`src/hw/branch_pkg.sv`:
```
// constants and types shared by the conditional branch unit
package branch_pkg;

	localparam int PC_WIDTH = 16;
	localparam int OFFSET_WIDTH = 7;
	localparam int FLAG_WIDTH = 8;

	// status flag bit positions
	localparam int FLAG_C = 0;
	localparam int FLAG_Z = 1;
	localparam int FLAG_N = 2;
	localparam int FLAG_V = 3;
	localparam int FLAG_S = 4;
	localparam int FLAG_H = 5;
	localparam int FLAG_T = 6;
	localparam int FLAG_I = 7;

	// values after reset
	localparam logic [PC_WIDTH-1:0] PC_RESET = 16'h0000;
	localparam logic [FLAG_WIDTH-1:0] FLAGS_RESET = 8'h00;

	// the pc always moves on by one word past the branch itself
	localparam logic [PC_WIDTH-1:0] PC_STEP = 16'h0001;

	// cycle counts
	localparam int NOT_TAKEN_CYCLES = 1;
	localparam int TAKEN_CYCLES = 2;

	typedef enum logic [3:0] {
		op_none = 4'h0,
		branch_not_equal = 4'h1,
		branch_carry_set = 4'h2,
		branch_carry_clear = 4'h3,
		branch_same_or_higher = 4'h4,
		branch_lower = 4'h5,
		branch_minus = 4'h6,
		branch_plus = 4'h7,
		branch_signed_ge = 4'h8,
		branch_signed_lt = 4'h9,
		branch_half_carry_set = 4'ha,
		branch_half_carry_clear = 4'hb,
		branch_transfer_set = 4'hc,
		branch_transfer_clear = 4'hd
	} branch_op_type;

	typedef enum logic [1:0] {
		st_idle = 2'b01,
		st_flush = 2'b10
	} branch_state_type;

endpackage

```
`src/hw/branch_cond_if.sv`:
```
// condition query between the branch sequencer and the condition evaluator
`timescale 1ns/1ps
interface branch_cond_if;
	branch_pkg::branch_op_type op;
	logic [branch_pkg::FLAG_WIDTH-1:0] flags;
	logic taken;

	modport eval (input op, input flags, output taken);
	modport user (output op, output flags, input taken);
endinterface

```
`src/hw/branch_condition.sv`:
```
// flag test for each conditional branch kind
`timescale 1ns/1ps
module branch_condition (
	// clock and reset, used only by the checks
	input wire logic i_sys_clk,
	input wire logic i_reset,
	// condition query
	branch_cond_if.eval cond
);

	logic sign_test;

	// signed compare result lives in n xor v, not in any single flag
	assign sign_test = cond.flags[branch_pkg::FLAG_N] ^ cond.flags[branch_pkg::FLAG_V];

	always_comb begin
		case (cond.op)
			branch_pkg::branch_not_equal: cond.taken = ~cond.flags[branch_pkg::FLAG_Z];
			branch_pkg::branch_carry_set,
			branch_pkg::branch_lower: cond.taken = cond.flags[branch_pkg::FLAG_C];
			branch_pkg::branch_carry_clear,
			branch_pkg::branch_same_or_higher: cond.taken = ~cond.flags[branch_pkg::FLAG_C];
			branch_pkg::branch_minus: cond.taken = cond.flags[branch_pkg::FLAG_N];
			branch_pkg::branch_plus: cond.taken = ~cond.flags[branch_pkg::FLAG_N];
			branch_pkg::branch_signed_ge: cond.taken = ~sign_test;
			branch_pkg::branch_signed_lt: cond.taken = sign_test;
			branch_pkg::branch_half_carry_set: cond.taken = cond.flags[branch_pkg::FLAG_H];
			branch_pkg::branch_half_carry_clear: cond.taken = ~cond.flags[branch_pkg::FLAG_H];
			branch_pkg::branch_transfer_set: cond.taken = cond.flags[branch_pkg::FLAG_T];
			branch_pkg::branch_transfer_clear: cond.taken = ~cond.flags[branch_pkg::FLAG_T];
			default: cond.taken = 1'b0;
		endcase
	end

	a_ne_zero: assert property (@(posedge i_sys_clk) disable iff (i_reset)
		cond.op == branch_pkg::branch_not_equal |-> cond.taken == !cond.flags[branch_pkg::FLAG_Z])
		else $error("not-equal branch disagrees with zero flag");

	a_carry_set_pair: assert property (@(posedge i_sys_clk) disable iff (i_reset)
		(cond.op == branch_pkg::branch_carry_set || cond.op == branch_pkg::branch_lower)
		|-> cond.taken == cond.flags[branch_pkg::FLAG_C])
		else $error("carry-set or lower branch disagrees with carry flag");

	a_carry_clear_pair: assert property (@(posedge i_sys_clk) disable iff (i_reset)
		(cond.op == branch_pkg::branch_carry_clear || cond.op == branch_pkg::branch_same_or_higher)
		|-> cond.taken == !cond.flags[branch_pkg::FLAG_C])
		else $error("carry-clear or same-or-higher branch disagrees with carry flag");

	a_sign_minus_plus: assert property (@(posedge i_sys_clk) disable iff (i_reset)
		(cond.op == branch_pkg::branch_minus || cond.op == branch_pkg::branch_plus)
		|-> cond.taken == (cond.flags[branch_pkg::FLAG_N] == (cond.op == branch_pkg::branch_minus)))
		else $error("minus or plus branch disagrees with negative flag");

	a_signed_compare: assert property (@(posedge i_sys_clk) disable iff (i_reset)
		(cond.op == branch_pkg::branch_signed_ge || cond.op == branch_pkg::branch_signed_lt)
		|-> cond.taken == ((cond.flags[branch_pkg::FLAG_N] != cond.flags[branch_pkg::FLAG_V])
		== (cond.op == branch_pkg::branch_signed_lt)))
		else $error("signed branch disagrees with n xor v");

	a_half_carry: assert property (@(posedge i_sys_clk) disable iff (i_reset)
		(cond.op == branch_pkg::branch_half_carry_set || cond.op == branch_pkg::branch_half_carry_clear)
		|-> cond.taken == (cond.flags[branch_pkg::FLAG_H]
		== (cond.op == branch_pkg::branch_half_carry_set)))
		else $error("half carry branch disagrees with half carry flag");

	a_transfer_bit: assert property (@(posedge i_sys_clk) disable iff (i_reset)
		(cond.op == branch_pkg::branch_transfer_set || cond.op == branch_pkg::branch_transfer_clear)
		|-> cond.taken == (cond.flags[branch_pkg::FLAG_T]
		== (cond.op == branch_pkg::branch_transfer_set)))
		else $error("transfer bit branch disagrees with transfer flag");

endmodule // branch_condition

```
`src/hw/conditional_branch_unit.sv`:
```
// conditional relative branch sequencer and program counter
`timescale 1ns/1ps
module conditional_branch_unit #(
	parameter int PC_WIDTH = branch_pkg::PC_WIDTH,
	parameter int OFFSET_WIDTH = branch_pkg::OFFSET_WIDTH
) (
	// clock and reset
	input wire logic i_sys_clk,
	input wire logic i_reset,
	// decoded branch issue
	input wire logic i_valid,
	input wire branch_pkg::branch_op_type i_op,
	input wire logic [OFFSET_WIDTH-1:0] i_offset,
	input wire logic [branch_pkg::FLAG_WIDTH-1:0] i_flags,
	// sequencing
	output logic o_ready,
	output logic o_busy,
	output logic o_done,
	output logic o_taken,
	// program counter and flags seen by the branch
	output logic [PC_WIDTH-1:0] o_pc,
	output logic [branch_pkg::FLAG_WIDTH-1:0] o_flags
);

	branch_cond_if cond ();
	branch_pkg::branch_state_type state;
	branch_pkg::branch_state_type next_state;
	logic accept;
	logic [PC_WIDTH-1:0] offset_ext;
	logic [PC_WIDTH-1:0] next_pc;

	assign cond.op = i_op;
	assign cond.flags = i_flags;

	branch_condition u_condition (
		.i_sys_clk(i_sys_clk),
		.i_reset(i_reset),
		.cond(cond)
	);

	// an issue during the flush cycle is refused; o_ready tells the decoder
	assign accept = i_valid && (state == branch_pkg::st_idle);

	// keeps backward branches backward
	assign offset_ext = {{(PC_WIDTH-OFFSET_WIDTH){i_offset[OFFSET_WIDTH-1]}}, i_offset};

	always_comb begin
		if (cond.taken) begin
			next_pc = o_pc + offset_ext + PC_WIDTH'(branch_pkg::PC_STEP);
		end else begin
			next_pc = o_pc + PC_WIDTH'(branch_pkg::PC_STEP);
		end
	end

	always_comb begin
		case (state)
			branch_pkg::st_idle: begin
				if (accept && cond.taken) begin
					next_state = branch_pkg::st_flush;
				end else begin
					next_state = branch_pkg::st_idle;
				end
			end
			branch_pkg::st_flush: next_state = branch_pkg::st_idle;
			default: next_state = branch_pkg::st_idle;
		endcase
	end

	always_ff @(posedge i_sys_clk) begin
		if (i_reset) begin
			state <= branch_pkg::st_idle;
		end else begin
			state <= next_state;
		end
	end

	always_ff @(posedge i_sys_clk) begin
		if (i_reset) begin
			o_pc <= PC_WIDTH'(branch_pkg::PC_RESET);
		end else if (accept) begin
			o_pc <= next_pc;
		end
	end

	// the second cycle of a taken branch is the refetch bubble
	always_ff @(posedge i_sys_clk) begin
		if (i_reset) begin
			o_ready <= 1'b1;
			o_busy <= 1'b0;
			o_done <= 1'b0;
			o_taken <= 1'b0;
		end else begin
			o_ready <= (next_state == branch_pkg::st_idle);
			o_busy <= (next_state == branch_pkg::st_flush);
			o_done <= (accept && !cond.taken) || (state == branch_pkg::st_flush);
			o_taken <= accept && cond.taken;
		end
	end

	// the unit only reads the flags; the copy is what the branch was decided on
	always_ff @(posedge i_sys_clk) begin
		if (i_reset) begin
			o_flags <= branch_pkg::FLAGS_RESET;
		end else if (accept) begin
			o_flags <= i_flags;
		end
	end

	a_pc_not_taken: assert property (@(posedge i_sys_clk) disable iff (i_reset)
		accept && !cond.taken |=> o_pc == PC_WIDTH'($past(o_pc) + 1))
		else $error("not taken branch did not step pc by one");

	a_pc_taken_target: assert property (@(posedge i_sys_clk) disable iff (i_reset)
		accept && cond.taken |=> o_pc == PC_WIDTH'($past(o_pc) + $past(offset_ext) + 1))
		else $error("taken branch loaded wrong target");

	a_offset_sign: assert property (@(posedge i_sys_clk) disable iff (i_reset)
		accept && cond.taken && i_offset[OFFSET_WIDTH-1] |=>
		PC_WIDTH'($past(o_pc) - o_pc) == PC_WIDTH'(
		(1 << OFFSET_WIDTH) - $past(i_offset) - 1))
		else $error("negative offset not sign extended");

	a_taken_two_cycles: assert property (@(posedge i_sys_clk) disable iff (i_reset)
		accept && cond.taken |=> o_busy && !o_ready && !o_done ##1 o_done && !o_busy && o_ready)
		else $error("taken branch did not take two cycles");

	a_not_taken_one: assert property (@(posedge i_sys_clk) disable iff (i_reset)
		accept && !cond.taken |=> o_done && !o_busy && o_ready && !o_taken)
		else $error("not taken branch did not finish in one cycle");

	a_busy_refuses: assert property (@(posedge i_sys_clk) disable iff (i_reset)
		o_busy && i_valid |=> $stable(o_pc) && !o_taken)
		else $error("issue accepted during flush cycle");

	a_flags_capture: assert property (@(posedge i_sys_clk) disable iff (i_reset)
		accept |=> o_flags == $past(i_flags))
		else $error("flags copy differs from flags at branch");

	a_flags_hold: assert property (@(posedge i_sys_clk) disable iff (i_reset)
		!accept |=> $stable(o_flags))
		else $error("flags changed without a branch");

	a_pc_hold_idle: assert property (@(posedge i_sys_clk) disable iff (i_reset)
		!accept |=> $stable(o_pc))
		else $error("pc changed without a branch");

	a_offset_positive: assert property (@(posedge i_sys_clk) disable iff (i_reset)
		accept && cond.taken && !i_offset[OFFSET_WIDTH-1] |=>
		PC_WIDTH'(o_pc - $past(o_pc)) == PC_WIDTH'($past(i_offset) + 1))
		else $error("positive offset not zero extended");

	// sequencing checks beyond the per-branch ones above
	a_taken_flagged: assert property (@(posedge i_sys_clk) disable iff (i_reset)
		accept && cond.taken |=> o_taken)
		else $error("taken branch not flagged");

	a_taken_pulse: assert property (@(posedge i_sys_clk) disable iff (i_reset)
		o_taken |=> !o_taken)
		else $error("taken flag held longer than one cycle");

	a_taken_then_done: assert property (@(posedge i_sys_clk) disable iff (i_reset)
		o_taken |=> o_done && o_ready)
		else $error("taken branch did not finish after its bubble");

	a_busy_with_taken: assert property (@(posedge i_sys_clk) disable iff (i_reset)
		o_taken |-> o_busy && !o_ready && !o_done)
		else $error("taken flag outside the bubble cycle");

	a_busy_one_cycle: assert property (@(posedge i_sys_clk) disable iff (i_reset)
		o_busy |=> !o_busy && o_ready && o_done)
		else $error("bubble lasted more than one cycle");

	a_state_onehot: assert property (@(posedge i_sys_clk) disable iff (i_reset)
		$onehot(state))
		else $error("sequencer state not one-hot");

	a_ready_busy_excl: assert property (@(posedge i_sys_clk) disable iff (i_reset)
		o_ready != o_busy)
		else $error("ready and busy agree");

	a_done_needs_issue: assert property (@(posedge i_sys_clk) disable iff (i_reset)
		!accept && state == branch_pkg::st_idle |=> !o_done)
		else $error("done without a branch");

	a_idle_quiet: assert property (@(posedge i_sys_clk) disable iff (i_reset)
		state == branch_pkg::st_idle && !i_valid |=> !o_taken && !o_busy)
		else $error("activity without a request");

	a_taken_only_idle: assert property (@(posedge i_sys_clk) disable iff (i_reset)
		o_taken |-> $past(state == branch_pkg::st_idle))
		else $error("branch taken from the bubble cycle");

	a_busy_flags_hold: assert property (@(posedge i_sys_clk) disable iff (i_reset)
		o_busy |=> $stable(o_flags))
		else $error("flags copy changed during the bubble");

	// no disable here: this one watches the reset itself
	a_reset_values: assert property (@(posedge i_sys_clk)
		i_reset |=> o_ready && !o_busy && !o_done && !o_taken
		&& o_pc == PC_WIDTH'(branch_pkg::PC_RESET)
		&& o_flags == branch_pkg::FLAGS_RESET)
		else $error("outputs not at reset values after reset");

endmodule // conditional_branch_unit

```
`config.mk`:
```
export PLATFORM = sky130hd
export DESIGN_NAME = conditional_branch_unit
export DESIGN_NICKNAME = d
export VERILOG_FILES = /design/src/hw/branch_pkg.sv /design/src/hw/branch_cond_if.sv /design/src/hw/branch_condition.sv /design/src/hw/conditional_branch_unit.sv
export SDC_FILE = /design/constraint.sdc
export NUM_CORES = 1
export LEC_CHECK = 0
export BUFFER_PORTS_ARGS = -buffer_cell sky130_fd_sc_hd__buf_2
export CORE_MARGIN = 3
export CORE_UTILIZATION = 50
export CTS_CLUSTER_DIAMETER = 200
export DETAILED_ROUTE_END_ITERATION = 8
export HOLD_SLACK_MARGIN = 0.12
export PLACE_DENSITY = 0.75
export SLEW_MARGIN = 10
export SYNTH_ARGS = -nofsm -noshare
export SYNTH_HDL_FRONTEND = slang
export SYNTH_SLANG_ARGS = --single-unit
export TNS_END_PERCENT = 20
```
`constraint.sdc`:
```
create_clock -name i_sys_clk -period 4.2 [get_ports i_sys_clk]
set_clock_uncertainty 0.05 [all_clocks]
set_input_delay 0.84 -clock i_sys_clk [delete_from_list [all_inputs] [get_ports i_sys_clk]]
set_output_delay 0.84 -clock i_sys_clk [all_outputs]
set_load 0.1 [all_outputs]
```
==> flow_metrics.env <==
export IMPL_p_seq_share_pct=32.6
export IMPL_yosys_warnings=0
export IMPL_hp_class="reg -> reg"
export IMPL_fin_ws_ps=1370
export IMPL_criticalPathCategory="in -> reg"
export IMPL_grt_pass1_wl_mm=8.57
export IMPL_final_core_util_pct=62.8
export IMPL_hpwl_mm=3.74
export IMPL_crit_family="compound AO/OA/AOI/OAI gates"
export IMPL_coreArea_um2=3830
export IMPL_syn_to_final_growth_pct=16.8
export IMPL_worstPathRequired_ps=4320
export IMPL_hold_start="o_flags[5]$_SDFFE_PP0P_"
export IMPL_yosysSeqAreaShare_pct=27.2
export IMPL_cp_slowest_cell="ha_1"
export IMPL_dr_pass1_iters=4
export IMPL_synthArstFlopShare_pct=0
export IMPL_synth_top_family_by_area="compound AO/OA/AOI/OAI gates"
export IMPL_setup_violations=0
export IMPL_cts_buffer_depth=2
export IMPL_start_kind="input port"
export IMPL_synth_fa_ha_area_share_pct=10.7
export IMPL_drtIter0Drc=135
export IMPL_io_pin_count=50
export IMPL_cp_arrival_ps=2950
export IMPL_max_slew_margin_rel_pct=64.7
export IMPL_ys_types=44
export IMPL_overflow=0
export IMPL_synthSimpleGateAreaFrac_pct=22.4
export IMPL_outcome="finished, final reports clean"
export IMPL_vias=2025
export IMPL_startpoint="i_offset[6]"
export IMPL_finalHoldViolCount=0
export IMPL_fmax_ghz=0.353
export IMPL_power_leakage_uw=0.00111
export IMPL_avgSynthCellArea_um2=7.74
export IMPL_fp_dieH_um=70.2
export IMPL_start_util_pct=53.8
export IMPL_r2r_start="o_pc[0]$_SDFFE_PP0P_"
export IMPL_worstSkewPairLatency_ps=280
export IMPL_cts_sinks=28
export IMPL_rrSetupSlack_ps=1630
export IMPL_cp_slowest_stage_delay_ps=400
export IMPL_wl_per_cell_um=14.0
export IMPL_p_clk_share_pct=21.9
export IMPL_fin_crit_sh_pct=67.5
export IMPL_comb_power_share_pct=45.4
export IMPL_rows=22
export IMPL_worst_path_buf_inv=1
export IMPL_drt_wl_total_mm=5.04
export IMPL_grt_max_degree=29
export IMPL_drive_gt1_share_pct=19.9
export IMPL_synthCells=266
export IMPL_cts_resized=0
export IMPL_p_switching_uw=447
export IMPL_mostFrequentLayoutCells="buf_2, nand2_1, a21oi_1, dfxtp_1, nor2_1"
export IMPL_fin_nets=351
export IMPL_gp_congestion=0.964
export IMPL_fill_cells=375
export IMPL_dp_slack_ps=1110
export IMPL_clkTransAtPathRegs_ps=100
export IMPL_drcViolationCount=0
export IMPL_seq_area_um2=561
export IMPL_cts_root_buf="clkbuf_8"
export IMPL_ir_drop_uv=220
export IMPL_power_density_nw_per_um2=410
export IMPL_multi_input_area_um2=1410
export IMPL_ant_nets=0
export IMPL_ys_seq_elements=28
export IMPL_p_sw_share_pct=45.3
export IMPL_die_w_um=70.2
export IMPL_synth_xor_area_share_pct=9.79
export IMPL_die_area_um2=4920
export IMPL_final_common_cell="buf_2"
export IMPL_tightest_slew_ps=529
export IMPL_syn_num_nets=305
export IMPL_period_needed_ps=2830
export IMPL_fin_tns_setup_ps=0
export IMPL_postPlaceCellArea_um2=2330
export IMPL_numCtsBuffers=3
export IMPL_slew_viol_final=0
export IMPL_hold_buffers=0
export IMPL_port_buffers=49
export IMPL_synth_ff_type="dfxtp_1"
export IMPL_grt_pass1_vias=1865
export IMPL_tritoncts="yes"
export IMPL_viasPerCell=5.64
export IMPL_synth_compound_area_share_pct=23.8
export IMPL_finalInstanceArea_um2=2400
export IMPL_max_cap_violations=0
export IMPL_grt_use_total_pct=20.7
export IMPL_cp_max_fo=11
export IMPL_crit_path_end_kind="flip-flop"
export IMPL_netlist_area_um2=2060
export IMPL_path_cells="buf_2 > ha_1 > a211oi_1 > nand2_1 > o21ai_0 > a21oi_1 > o21a_1 > o31ai_2 > mux2_1"
export IMPL_h_tree_depth=1
export IMPL_synth_edf_count=0
export IMPL_synth_mux_area_fraction_pct=2.01
export IMPL_p_int_uw=540
export IMPL_diodes=0
export IMPL_antenna_found_initial=0
export IMPL_rsz0062_at_grt="no"
export IMPL_cts_setup_buffers=0
[through the flow]
| stage | hold slack, ps | cells | power, uW |
|---|---|---|---|
| 2_1_floorplan | 838 | 266 | 690 |
| 3_3_place_gp | 390 | 355 | 771 |
| 3_5_place_dp | 393 | 355 | 774 |
| 4_1_cts | 407 | 359 | 990 |
| 5_1_grt | 427 | 359 | 1050 |
| 6_report | 407 | 359 | 987 |
[state kept, by name, indices dropped and copies added, names as in the netlist]
register,flops
state,2
o_taken,1
o_pc,16
o_done,1
o_flags,8
[power by group through the flow]
stage                     registers, uW  clock network (uW)  logic (uW)
after floorplan                     498                   0         191
after global placement              327                   0         444
after detailed placement            327                   0         447
after CTS                           322                 219         449
after global routing                327                 235         485
final                               322                 216         448
[cells in the mapped netlist (all sizes together), types with 2 or more instances]
| library cell | number | area share [%] |
|---|---|---|
| nand2 | 34 | 6.2 |
| a21oi | 30 | 7.3 |
| dfxtp | 28 | 27 |
| nor2 | 27 | 4.9 |
| ha | 16 | 9.7 |
| nand3 | 12 | 2.9 |
| xnor2 | 12 | 5.1 |
| xor2 | 11 | 4.7 |
| inv | 10 | 1.8 |
| a211oi | 8 | 2.9 |
| clkbuf | 8 | 1.5 |
| o21ai | 6 | 1.5 |
| a21o | 5 | 1.8 |
| nand2b | 5 | 1.5 |
| nor3 | 5 | 1.2 |
| a2111oi | 4 | 1.7 |
| a31oi | 4 | 1.2 |
| and3 | 4 | 1.2 |
| nand4 | 4 | 1.2 |
| mux2i | 3 | 1.5 |
| o22ai | 3 | 0.91 |
| o31ai | 3 | 1.6 |
| a22oi | 2 | 0.73 |
| and4 | 2 | 0.97 |
| buf | 2 | 0.79 |
| nor2b | 2 | 0.61 |
| o211ai | 2 | 0.73 |
| o21bai | 2 | 0.73 |
[area by class of cell]
class	instances	share of cell area, %
Multi-Input combinational cell	218	58.8
Tap cell	48	2.50
Clock inverter	1	1.25
Inverter	10	1.56
Sequential cell	28	23.3
Clock buffer	3	1.72
Timing Repair Buffer	51	10.8
[worst reg2reg max path, cell delays in order, from the launching register on]
cell	delay (ps)
dfxtp_1	380
inv_1	80
ha_1	150
inv_1	50
fa_1	400
a21oi_1	210
o21ai_0	200
a211oi_1	440
nor2_1	120
mux2i_1	140
a22oi_1	180
nor2_1	50
[worst paths after layout]
check | end | cells past startpoint
max | o_pc[15]$_SDFFE_PP0P_ | 9
max reg2reg | o_pc[14]$_SDFFE_PP0P_ | 11
min | o_flags[5]$_SDFFE_PP0P_ | 2
min reg2reg | o_flags[5]$_SDFFE_PP0P_ | 2
[cells by family (layout without fill, tap and decap cells)]
kind of cell	after synthesis	in the layout
AND/OR/NAND/NOR	99	99
AO/OA/AOI/OAI	75	75
flip-flops	28	28
XOR/XNOR	23	23
buffers and inverters	20	65
adder cells (fa/ha/maj)	17	17
multiplexers	4	4
[routing by layer]
| metal | GRT usage, % | share of wire, % | routed length (um) | up-vias |
|---|---|---|---|---|
| met5 | 0 | 0 | 0 | - |
| met2 | 35.2 | 48 | 2410 | 43 |
| met1 | 28.5 | 49 | 2470 | 927 |
| met4 | 3.19 | 0.62 | 31 | 0 |
| li1 | - | - | - | 1051 |
| met3 | 2.88 | 2.7 | 134 | 4 |
Note: power is estimated with default switching activity, not from simulation.
